**config.mk**
```make
export PLATFORM = sky130hd
export DESIGN_NAME = self_program_flash_sequencer
export DESIGN_NICKNAME = d
export VERILOG_FILES = /design/src/flash_seq_pkg.sv /design/src/flash_op_if.sv /design/src/page_buffer.sv /design/src/flash_op_engine.sv /design/src/self_program_flash_sequencer.sv
export SDC_FILE = /design/constraint.sdc
export NUM_CORES = 1
export LEC_CHECK = 0
export ABC_CLOCK_PERIOD_IN_PS = 3500
export BUFFER_PORTS_ARGS = -buffer_cell sky130_fd_sc_hd__buf_4
export CORE_MARGIN = 3
export CORE_UTILIZATION = 55
export DETAILED_ROUTE_END_ITERATION = 6
export PLACE_DENSITY = 0.83
export SYNTH_ARGS = -nofsm -noshare
export SYNTH_HDL_FRONTEND = slang
export SYNTH_SLANG_ARGS = --single-unit
```
**constraint.sdc**
```tcl
create_clock -name pclk -period 3.5 [get_ports pclk]
set_clock_uncertainty 0.2 [all_clocks]
set_input_delay 0.175 -clock pclk [delete_from_list [all_inputs] [get_ports pclk]]
set_output_delay 0.175 -clock pclk [all_outputs]
set_load 0.02 [all_outputs]
```
**src/flash_seq_pkg.sv**
```systemverilog
// Constants and types shared by the self-programming flash sequencer
package flash_seq_pkg;
   // ****************************************
   // Register map
   // ****************************************
   localparam logic [11:0] CTRL_OFFSET   = 12'h000;
   localparam logic [11:0] STATUS_OFFSET = 12'h004;
   localparam logic [4:0]  CTRL_RESET    = 5'h00;

   // ****************************************
   // Commands in control bits [4:0]
   // ****************************************
   localparam logic [4:0] CMD_LOAD  = 5'h01;
   localparam logic [4:0] CMD_ERASE = 5'h03;
   localparam logic [4:0] CMD_WRITE = 5'h05;
   localparam int         CTRL_ENABLE_BIT = 0;

   // ****************************************
   // Flash geometry and timing
   // ****************************************
   localparam int          PAGE_COUNT  = 128;
   localparam int          PAGE_WORDS  = 64;
   localparam int          PC_W        = 13;
   localparam int          PAGE_MSB    = 13;
   localparam int          PAGE_LSB    = 7;
   localparam int          WORD_MSB    = 6;
   localparam int          WORD_LSB    = 1;
   localparam logic [2:0]  ISSUE_WINDOW_CYCLES = 3'h4;
   localparam logic [12:0] APP_RESET_ADDR = 13'h0000;
   localparam logic [12:0] BOOT_START_2P  = 13'h1f80;
   localparam logic [12:0] BOOT_START_4P  = 13'h1f00;
   localparam logic [12:0] BOOT_START_8P  = 13'h1e00;
   localparam logic [12:0] BOOT_START_16P = 13'h1c00;
   localparam int          OP_CYCLES_DEFAULT = 1024;

   typedef enum logic {
      OP_ERASE = 1'b0,
      OP_WRITE = 1'b1
   } op_mode_e;

   typedef enum logic [1:0] {
      ST_IDLE  = 2'b00,
      ST_ARMED = 2'b01,
      ST_BUSY  = 2'b10
   } seq_state_e;
endpackage : flash_seq_pkg

```
**src/flash_op_if.sv**
```systemverilog
// Handshake between sequencer control and the erase/write engine
`timescale 1ns/1ps
interface flash_op_if;
   import flash_seq_pkg::*;
   logic       start;
   op_mode_e   mode;
   logic       busy;
   logic       done;
   logic       word_valid;
   logic [5:0] word_idx;

   modport seq    (output start, mode, input busy, done, word_valid, word_idx);
   modport engine (input start, mode, output busy, done, word_valid, word_idx);
endinterface : flash_op_if

```
**src/page_buffer.sv**
```systemverilog
// Temporary page buffer, random-order word load
`timescale 1ns/1ps
module page_buffer
   import flash_seq_pkg::*;
#(
   parameter int WORDS = PAGE_WORDS,
   parameter int WIDTH = 16
) (
   input  wire logic                     pclk,
   input  wire logic                     wr_en,
   input  wire logic [$clog2(WORDS)-1:0] wr_idx,
   input  wire logic [WIDTH-1:0]         wr_data,
   input  wire logic [$clog2(WORDS)-1:0] rd_idx,
   output logic      [WIDTH-1:0]         rd_data
);
   logic [WIDTH-1:0] mem [WORDS];

   if (WORDS < 2 || WIDTH < 1) begin : g_bad
      $error("page_buffer: unsupported geometry");
   end

   always_ff @(posedge pclk) begin
      if (wr_en) begin
         mem[wr_idx] <= wr_data;
      end
   end

   always_ff @(posedge pclk) begin
      rd_data <= mem[rd_idx];
   end

   a_slot_written: assert property (@(posedge pclk) wr_en |=> mem[$past(wr_idx)] == $past(wr_data))
      else $error("buffer slot not loaded");
endmodule : page_buffer

```
**src/flash_op_engine.sv**
```systemverilog
// Erase/write engine: streams the page buffer on write only, then waits out the program time
`timescale 1ns/1ps
module flash_op_engine
   import flash_seq_pkg::*;
#(
   parameter int OP_CYCLES = OP_CYCLES_DEFAULT
) (
   input  wire logic pclk,
   input  wire logic presetn,
   flash_op_if.engine op
);
   logic        walking_reg;
   logic [31:0] cnt_reg;

   if (OP_CYCLES < 1) begin : g_bad
      $error("flash_op_engine: OP_CYCLES must be at least 1");
   end

   always_ff @(posedge pclk or negedge presetn) begin
      if (!presetn) begin
         op.busy       <= 1'b0;
         op.done       <= 1'b0;
         op.word_valid <= 1'b0;
         op.word_idx   <= 6'h00;
         walking_reg   <= 1'b0;
         cnt_reg       <= 32'h0;
      end else begin
         op.done <= 1'b0;
         if (op.start && !op.busy) begin
            op.busy       <= 1'b1;
            walking_reg   <= (op.mode == OP_WRITE);
            op.word_valid <= (op.mode == OP_WRITE);
            op.word_idx   <= 6'h00;
            cnt_reg       <= 32'(OP_CYCLES);
         end else if (walking_reg) begin
            // Whole page goes out, never a partial one
            if (op.word_idx == 6'(PAGE_WORDS - 1)) begin
               walking_reg   <= 1'b0;
               op.word_valid <= 1'b0;
            end else begin
               op.word_idx <= op.word_idx + 6'h01;
            end
         end else if (op.busy) begin
            if (cnt_reg == 32'h1) begin
               op.busy <= 1'b0;
               op.done <= 1'b1;
            end
            cnt_reg <= cnt_reg - 32'h1;
         end
      end
   end

   a_write_walk: assert property (@(posedge pclk) disable iff (!presetn)
         op.start && !op.busy && op.mode == OP_WRITE |=> op.word_valid && op.word_idx == 6'h00 ##63
         op.word_valid && op.word_idx == 6'h3f)
      else $error("page walk not 64 words");
   a_done_after: assert property (@(posedge pclk) disable iff (!presetn) op.done |-> $past(op.busy) && !op.busy)
      else $error("done without busy");
endmodule : flash_op_engine

```
**src/self_program_flash_sequencer.sv**
```systemverilog
// Self-programming flash sequencer with APB control and status registers
`timescale 1ns/1ps
module self_program_flash_sequencer
   import flash_seq_pkg::*;
#(
   parameter int OP_CYCLES = OP_CYCLES_DEFAULT
) (
   input  wire logic        pclk,
   input  wire logic        presetn,
   input  wire logic [11:0] paddr,
   input  wire logic        psel,
   input  wire logic        penable,
   input  wire logic        pwrite,
   input  wire logic [31:0] pwdata,
   output logic      [31:0] prdata,
   output logic             pready,
   output logic             pslverr,
   input  wire logic [1:0]  boot_size_select,
   input  wire logic        boot_reset_vector_select,
   input  wire logic        boot_section_write_lock,
   input  wire logic        app_section_write_lock,
   input  wire logic        store_op_valid,
   input  wire logic [12:0] store_op_pc,
   input  wire logic [15:0] store_op_addr,
   input  wire logic [15:0] store_op_data,
   output logic             cpu_halt,
   output logic [12:0]      reset_vector,
   output logic             flash_erase_req,
   output logic             flash_prog_we,
   output logic [12:0]      flash_prog_addr,
   output logic [15:0]      flash_prog_data
);
   // ****************************************
   // Declarations
   // ****************************************
   flash_op_if op ();

   seq_state_e  state_reg;
   logic [4:0]  self_program_control_reg;
   logic [2:0]  arm_cnt_reg;
   logic        fuse_valid_reg;
   logic [1:0]  boot_size_reg;
   logic        boot_rst_reg;
   logic        boot_lock_reg;
   logic        app_lock_reg;
   logic        blocked_reg;
   logic [6:0]  op_page_reg;
   logic        word_valid_d_reg;
   logic [5:0]  word_idx_d_reg;
   logic [15:0] buf_rd_data;
   logic [12:0] boot_start;
   logic [6:0]  tgt_page;
   logic        store_hit;
   logic        pc_in_boot;
   logic        tgt_in_boot;
   logic        tgt_locked;
   logic        acc_load;
   logic        acc_erase;
   logic        acc_write;
   logic        drop;
   logic        ctrl_wr;
   logic        setup;

   function automatic logic [12:0] boot_start_of(input logic [1:0] sz);
      logic [12:0] r;
      r = BOOT_START_16P;
      case (sz)
         2'b11:   r = BOOT_START_2P;
         2'b10:   r = BOOT_START_4P;
         2'b01:   r = BOOT_START_8P;
         default: r = BOOT_START_16P;
      endcase
      return r;
   endfunction : boot_start_of

   if (OP_CYCLES < 1) begin : g_bad
      $error("self_program_flash_sequencer: OP_CYCLES must be at least 1");
   end

   // ****************************************
   // Fuse capture after reset
   // ****************************************
   // Fuses are inputs only; no path from CPU or bus writes them
   always_ff @(posedge pclk or negedge presetn) begin
      if (!presetn) begin
         fuse_valid_reg <= 1'b0;
         boot_size_reg  <= 2'b00;
         boot_rst_reg   <= 1'b1;
         boot_lock_reg  <= 1'b0;
         app_lock_reg   <= 1'b0;
         reset_vector   <= APP_RESET_ADDR;
      end else if (!fuse_valid_reg) begin
         fuse_valid_reg <= 1'b1;
         boot_size_reg  <= boot_size_select;
         boot_rst_reg   <= boot_reset_vector_select;
         boot_lock_reg  <= boot_section_write_lock;
         app_lock_reg   <= app_section_write_lock;
         reset_vector   <= boot_reset_vector_select ? APP_RESET_ADDR
                                                    : boot_start_of(boot_size_select);
      end
   end

   // ****************************************
   // Command decode
   // ****************************************
   assign boot_start  = boot_start_of(boot_size_reg);
   assign tgt_page    = store_op_addr[PAGE_MSB:PAGE_LSB];
   assign store_hit   = store_op_valid && state_reg == ST_ARMED;
   assign pc_in_boot  = store_op_pc >= boot_start;
   // Any target reachable from boot code; lock fuses gate erase and write, never load
   assign tgt_in_boot = {tgt_page, 6'h00} >= boot_start;
   // Programmed lock reads as zero
   assign tgt_locked  = tgt_in_boot ? !boot_lock_reg : !app_lock_reg;
   assign acc_load    = store_hit && pc_in_boot && self_program_control_reg == CMD_LOAD;
   assign acc_erase   = store_hit && pc_in_boot && !tgt_locked && self_program_control_reg == CMD_ERASE;
   assign acc_write   = store_hit && pc_in_boot && !tgt_locked && self_program_control_reg == CMD_WRITE;
   assign drop        = (store_hit && !acc_load && !acc_erase && !acc_write)
                     || (state_reg == ST_ARMED && !store_op_valid && arm_cnt_reg == 3'h1);
   assign setup       = psel && !penable;
   assign ctrl_wr     = psel && penable && pwrite && paddr == CTRL_OFFSET && state_reg != ST_BUSY;

   // ****************************************
   // Control register and sequencing
   // ****************************************
   always_ff @(posedge pclk or negedge presetn) begin
      if (!presetn) begin
         state_reg                <= ST_IDLE;
         self_program_control_reg <= CTRL_RESET;
         arm_cnt_reg              <= 3'h0;
      end else begin
         case (state_reg)
            ST_IDLE, ST_ARMED: begin
               if (acc_erase || acc_write) begin
                  state_reg <= ST_BUSY;
               end else if (acc_load || drop) begin
                  state_reg                <= ST_IDLE;
                  self_program_control_reg <= CTRL_RESET;
               end else if (ctrl_wr) begin
                  self_program_control_reg <= pwdata[4:0];
                  arm_cnt_reg              <= ISSUE_WINDOW_CYCLES;
                  state_reg                <= pwdata[CTRL_ENABLE_BIT] ? ST_ARMED : ST_IDLE;
               end else if (state_reg == ST_ARMED) begin
                  arm_cnt_reg <= arm_cnt_reg - 3'h1;
               end
            end
            ST_BUSY: begin
               if (op.done) begin
                  state_reg                <= ST_IDLE;
                  self_program_control_reg <= CTRL_RESET;
               end
            end
            default: begin
               state_reg <= ST_IDLE;
            end
         endcase
      end
   end

   // Drop indicator; a fresh drop wins over the clear on rearm
   always_ff @(posedge pclk or negedge presetn) begin
      if (!presetn) begin
         blocked_reg <= 1'b0;
      end else if (drop) begin
         blocked_reg <= 1'b1;
      end else if (ctrl_wr) begin
         blocked_reg <= 1'b0;
      end
   end

   // ****************************************
   // Engine start and CPU stall
   // ****************************************
   always_ff @(posedge pclk or negedge presetn) begin
      if (!presetn) begin
         op.start        <= 1'b0;
         op.mode         <= OP_ERASE;
         op_page_reg     <= 7'h00;
         cpu_halt        <= 1'b0;
         flash_erase_req <= 1'b0;
      end else begin
         op.start        <= acc_erase || acc_write;
         flash_erase_req <= acc_erase;
         if (acc_erase || acc_write) begin
            op.mode     <= acc_write ? OP_WRITE : OP_ERASE;
            op_page_reg <= tgt_page;
            cpu_halt    <= 1'b1;
         end else if (op.done) begin
            cpu_halt <= 1'b0;
         end
      end
   end

   page_buffer #(
      .WORDS (PAGE_WORDS),
      .WIDTH (16)
   ) u_buf (
      .pclk    (pclk),
      .wr_en   (acc_load),
      .wr_idx  (store_op_addr[WORD_MSB:WORD_LSB]),
      .wr_data (store_op_data),
      .rd_idx  (op.word_idx),
      .rd_data (buf_rd_data)
   );

   flash_op_engine #(
      .OP_CYCLES (OP_CYCLES)
   ) u_engine (
      .pclk    (pclk),
      .presetn (presetn),
      .op      (op)
   );

   // ****************************************
   // Flash array port
   // ****************************************
   // Buffer read is registered, so index and strobe lag one cycle
   always_ff @(posedge pclk or negedge presetn) begin
      if (!presetn) begin
         word_valid_d_reg <= 1'b0;
         word_idx_d_reg   <= 6'h00;
         flash_prog_we    <= 1'b0;
         flash_prog_addr  <= 13'h0000;
         flash_prog_data  <= 16'h0000;
      end else begin
         word_valid_d_reg <= op.word_valid;
         word_idx_d_reg   <= op.word_idx;
         flash_prog_we    <= word_valid_d_reg;
         if (acc_erase) begin
            flash_prog_addr <= {tgt_page, 6'h00};
         end else if (word_valid_d_reg) begin
            flash_prog_addr <= {op_page_reg, word_idx_d_reg};
            flash_prog_data <= buf_rd_data;
         end
      end
   end

   // ****************************************
   // APB slave
   // ****************************************
   // Zero wait states; reply prepared in the setup cycle
   always_ff @(posedge pclk or negedge presetn) begin
      if (!presetn) begin
         prdata  <= 32'h0;
         pready  <= 1'b0;
         pslverr <= 1'b0;
      end else begin
         pready <= 1'b1;
         if (setup) begin
            pslverr <= 1'b0;
            prdata  <= 32'h0;
            if (paddr == CTRL_OFFSET) begin
               prdata <= {27'h0, self_program_control_reg};
            end else if (paddr == STATUS_OFFSET) begin
               prdata <= {24'h0, fuse_valid_reg, blocked_reg, app_lock_reg, boot_lock_reg,
                          boot_rst_reg, boot_size_reg, cpu_halt};
            end else begin
               pslverr <= 1'b1;
            end
         end
      end
   end

   // ****************************************
   // Checks
   // ****************************************
   a_window_expiry: assert property (@(posedge pclk) disable iff (!presetn)
         state_reg == ST_ARMED && arm_cnt_reg == 3'h1 && !store_op_valid
         |=> state_reg == ST_IDLE && self_program_control_reg == CTRL_RESET)
      else $error("armed command outlived window");
   a_window_open: assert property (@(posedge pclk) disable iff (!presetn)
         ctrl_wr && pwdata[CTRL_ENABLE_BIT] && !store_hit && !drop
         |=> (state_reg == ST_ARMED && !store_op_valid && !ctrl_wr) [*3] |=> state_reg == ST_ARMED)
      else $error("issue window shorter than four cycles");
   a_app_pc_ignored: assert property (@(posedge pclk) disable iff (!presetn)
         store_hit && !pc_in_boot |=> !op.start && !flash_erase_req && state_reg == ST_IDLE)
      else $error("store from application section acted");
   a_boot_lock: assert property (@(posedge pclk) disable iff (!presetn)
         store_hit && tgt_in_boot && !boot_lock_reg |=> !cpu_halt && !flash_erase_req)
      else $error("locked boot section programmed");
   a_app_lock: assert property (@(posedge pclk) disable iff (!presetn)
         store_hit && !tgt_in_boot && !app_lock_reg && self_program_control_reg != CMD_LOAD
         |=> state_reg == ST_IDLE && !cpu_halt)
      else $error("locked application section programmed");
   a_erase_page: assert property (@(posedge pclk) disable iff (!presetn)
         acc_erase |=> flash_erase_req && cpu_halt && flash_prog_addr == {$past(tgt_page), 6'h00})
      else $error("erase address wrong");
   a_halt_busy: assert property (@(posedge pclk) disable iff (!presetn)
         state_reg == ST_BUSY |-> cpu_halt && self_program_control_reg[CTRL_ENABLE_BIT])
      else $error("CPU not halted while programming");
   a_enable_clear: assert property (@(posedge pclk) disable iff (!presetn)
         op.done |=> !cpu_halt && !self_program_control_reg[CTRL_ENABLE_BIT] && state_reg == ST_IDLE)
      else $error("enable flag not cleared at completion");
   a_reset_vector: assert property (@(posedge pclk) disable iff (!presetn)
         fuse_valid_reg |-> reset_vector == (boot_rst_reg ? APP_RESET_ADDR : boot_start))
      else $error("reset vector wrong");
endmodule : self_program_flash_sequencer

```
==> flow_summary.ini <==
[status]
outcome = finished, final reports clean

[critical_path]
path_buf_inv = 4
cp-start-kind = flop
worstReg2RegStart = boot_size_reg[1]$_DFFE_PN0N_
cp_num_cells = 11
r2r_slack_ns = 0.05
r2r_cells = 11
worst_path_max_delay_cell = a2111o_4
endpoint_kind = flop
path_cells = buf_4 -> inv_1 -> ha_1 -> nand2_1 -> o21a_1 -> a2111o_4 -> nor4b_4 -> buf_6 -> nand2_2 -> nor2_1 -> buf_12
crit_type = flop to flop
path_max_fanout = 16
r2r_end = u_buf.mem[42][11]$_DFFE_PP_
cp.required_ns = 3.67
critical-path-max-stage-delay_ns = 0.55
arrival_ns = 3.62
path_delay_family = simple AND/OR/NAND/NOR gates

[placed_design]
gp_congestion = 0.881
port_buffers = 117
dpl_cell_area_sq_um = 48900
pre_cts_slack_ns = -0.186
dpl.hpwl_microns = 65500

[synth]
synth_seq_cells = 1160
yosysTopAreaCell = edfxtp_1
ys.flop_type = edfxtp_1
yosysUniqueCellTypes = 67
synth-edff-count = 1024
synth-warning-count = 0
syn_inst = 2122
ys_seq_area_share_pct = 75.4
yosysTopAreaCellShare_pct = 68.0
synth_area_leaders = edfxtp_1 68%, mux4_2 16%, dfrtp_1 6.6%
syn_avg_cell_area_sq_um = 21.3
async_reset_ff_share_pct = 10.3
syn-cell-area_sq_um = 45200

[cells_and_area]
largest_register_ffs = 1024
fin_nets = 2559
fin_util_pct = 65.9
area_growth_syn_to_layout_pct = 18.0
fillers = 4718
multiInputGateArea_sq_um = 10700
seq_area_sq_um = 34100
final_layout_size_suffix_gt1_share_pct = 34.0
fin_area_sq_um = 53400

[route]
ant_nets = 0
routed_via_density = 6.70
drt_iter0_drc = 3281
num_vias = 24137
postRouteWirelength_microns = 117000
wl_per_cell_microns = 32.6
drtPass1Iterations = 5
drc = 0

[job]
drv_cap = 0

[global_route]
grt_overflow_total = 0
grt_pass1_vias = 24692
grt_first_pass_wirelength_microns = 171000
track_usage_pct = 27.4
grt_max_degree = 88
antenna_found_initial = 5

[timing]
maxSlewHeadroom_pct = 28.7
post-route-min-period_ns = 3.45
drv_slew = 0
fin_crit_sh_pct = 98.5
worst_slack_ns = 0.0513
worstMarginPinSlew_ns = 1.07
setup_viol = 0
hold_viol_final = 0
rsz0062_at_grt = yes
max_clock_freq_mhz = 290

[floorplan]
std_cell_rows = 104
die-height_microns = 293
ios = 179
core_sq_um = 80900
die_w_microns = 293
initial_utilization_pct = 55.9
die-area_sq_um = 85700

[power]
p_leak_nw = 17.4
ir_worst_vdd_uv = 418
power_density_nw_per_um2 = 512

[cts]
cts.clk_slew.worst_paths_ns = 0.07
clock_tree.buffer_depth = 3
cts-root-buf = clkbuf_16
htree_levels = 3
clock_latency_ns = 0.67
clkSinkCount = 1160
cts_tree = done
cts-buffers-inserted = 108

[min_path]
hold_path_class = input pin to asynchronous set/reset pin
-- report_power, final --
| group | switching (W) | leakage, nW | total, W | internal (W) |
|---|---|---|---|---|
| logic | 0.000409 | 4.80 | 0.000546 | 0.000138 |
| clock network | 0.00511 | 1.71 | 0.0117 | 0.00656 |
| registers | 0.0000134 | 10.9 | 0.0151 | 0.0151 |
-- worst max-delay path by stage --
stage	startpoint	endpoint	slack, ns
floorplan	boot_size_reg[1]$_DFFE_PN0N_	u_buf.mem[62][0]$_DFFE_PP_	-0.02
global placement	boot_size_reg[0]$_DFFE_PN0N_	u_buf.mem[32][8]$_DFFE_PP_	-0.05
detailed placement	boot_size_reg[0]$_DFFE_PN0N_	u_buf.mem[0][11]$_DFFE_PP_	-0.19
CTS	boot_size_reg[0]$_DFFE_PN0N_	u_buf.mem[46][11]$_DFFE_PP_	0.06
global route	boot_size_reg[0]$_DFFE_PN0N_	u_buf.mem[42][1]$_DFFE_PP_	-0.06
finish	boot_size_reg[1]$_DFFE_PN0N_	u_buf.mem[42][11]$_DFFE_PP_	0.05
-- cells by family after synthesis --
logic type	Yosys count	share of synthesized area, %
multiplexers	373	17.2
adder cells (fa/ha/maj)	11	0.304
XOR/XNOR	12	0.232
buffers and inverters	157	1.69
other	2	0.0166
AND/OR/NAND/NOR	282	3.06
AO/OA/AOI/OAI	125	2.09
flip-flops	1160	75.4
-- Yosys cell counts (9+ instances only) --
| cell type | number |
|---|---|
| nand3_1 | 17 |
| buf_4 | 35 |
| or3_1 | 11 |
| a21oi_1 | 15 |
| nor3_1 | 10 |
| mux4_2 | 320 |
| mux2i_1 | 25 |
| dfxtp_1 | 16 |
| ha_1 | 11 |
| nor4_1 | 9 |
| nand2_1 | 74 |
| edfxtp_1 | 1024 |
| inv_1 | 19 |
| clkbuf_1 | 65 |
| o21ai_0 | 18 |
| mux2_2 | 20 |
| a22oi_1 | 33 |
| dfrtp_1 | 119 |
| nor2_1 | 110 |
| o31ai_1 | 13 |
| buf_2 | 30 |
-- final cells by class --
class | count | share of cell area [%]
Sequential cell | 1160 | 63.9
Clock buffer | 133 | 5.50
Multi-Input combinational cell | 835 | 20.0
Timing Repair Buffer | 324 | 6.87
Inverter | 19 | 0.134
Clock inverter | 67 | 1.07
Tap cell | 1060 | 2.49
Antenna cell | 3 | 0.0141
-- metrics by stage --
step	instances	total power, W	TNS, ns	hold WS [ns]
2_1_floorplan	2152	0.0155	-3.08	-0.321
3_3_place_gp	3334	0.0158	-9.74	0.165
3_5_place_dp	3334	0.0158	-52.32	0.176
4_1_cts	3591	0.0274	0	0.0219
5_1_grt	3598	0.0279	-12.19	0.0787
6_report	3601	0.0273	0	0.0358
-- routing by layer --
layer	up-vias	GRT usage (%)	part of all wire, %
met1	12565	36.8	35
met3	295	6.12	11
met2	1863	45.1	50
li1	9406	-	-
met5	-	0	0.046
met4	8	9.63	3.9
-- cells in the final DEF, fill, tap and decap left out, drive strengths merged, types with 4 or more instances in the layout --
| master | n |
|---|---|
| o41ai | 4 |
| xor2 | 4 |
| mux2i | 25 |
| clkinv | 46 |
| inv | 25 |
| mux4 | 320 |
| o311ai | 5 |
| nand2b | 8 |
| nor2b | 7 |
| dfrtp | 119 |
| nor3 | 11 |
| conb | 32 |
| edfxtp | 1024 |
| nand2 | 76 |
| dfxtp | 16 |
| ha | 11 |
| nand3 | 18 |
| a21oi | 15 |
| a22o | 5 |
| a21o | 7 |
| or3 | 11 |
| or4 | 6 |
| dlygate4sd3 | 56 |
| xnor2 | 8 |
| o21ai | 18 |
| bufinv | 8 |
| a22oi | 33 |
| o221ai | 5 |
| nor4 | 12 |
| o211ai | 9 |
| mux2 | 28 |
| clkbuf | 136 |
| buf | 265 |
| nor2 | 110 |
| clkinvlp | 7 |
| o31ai | 13 |
| nand4 | 6 |
-- repair_timing --
| action | 4_1_cts | 5_1_grt |
|---|---|---|
| gates resized for setup | 11 | 68 |
| setup endpoints to repair | 760 | 1025 |
| gates cloned | 0 | 3 |
| pin swaps | 1 | 3 |
| hold buffers | 56 | 0 |
| buffers inserted | 1 | 4 |
| endpoints found under the hold margin | 1143 | 0 |
(Power assumes the default switching activity.)
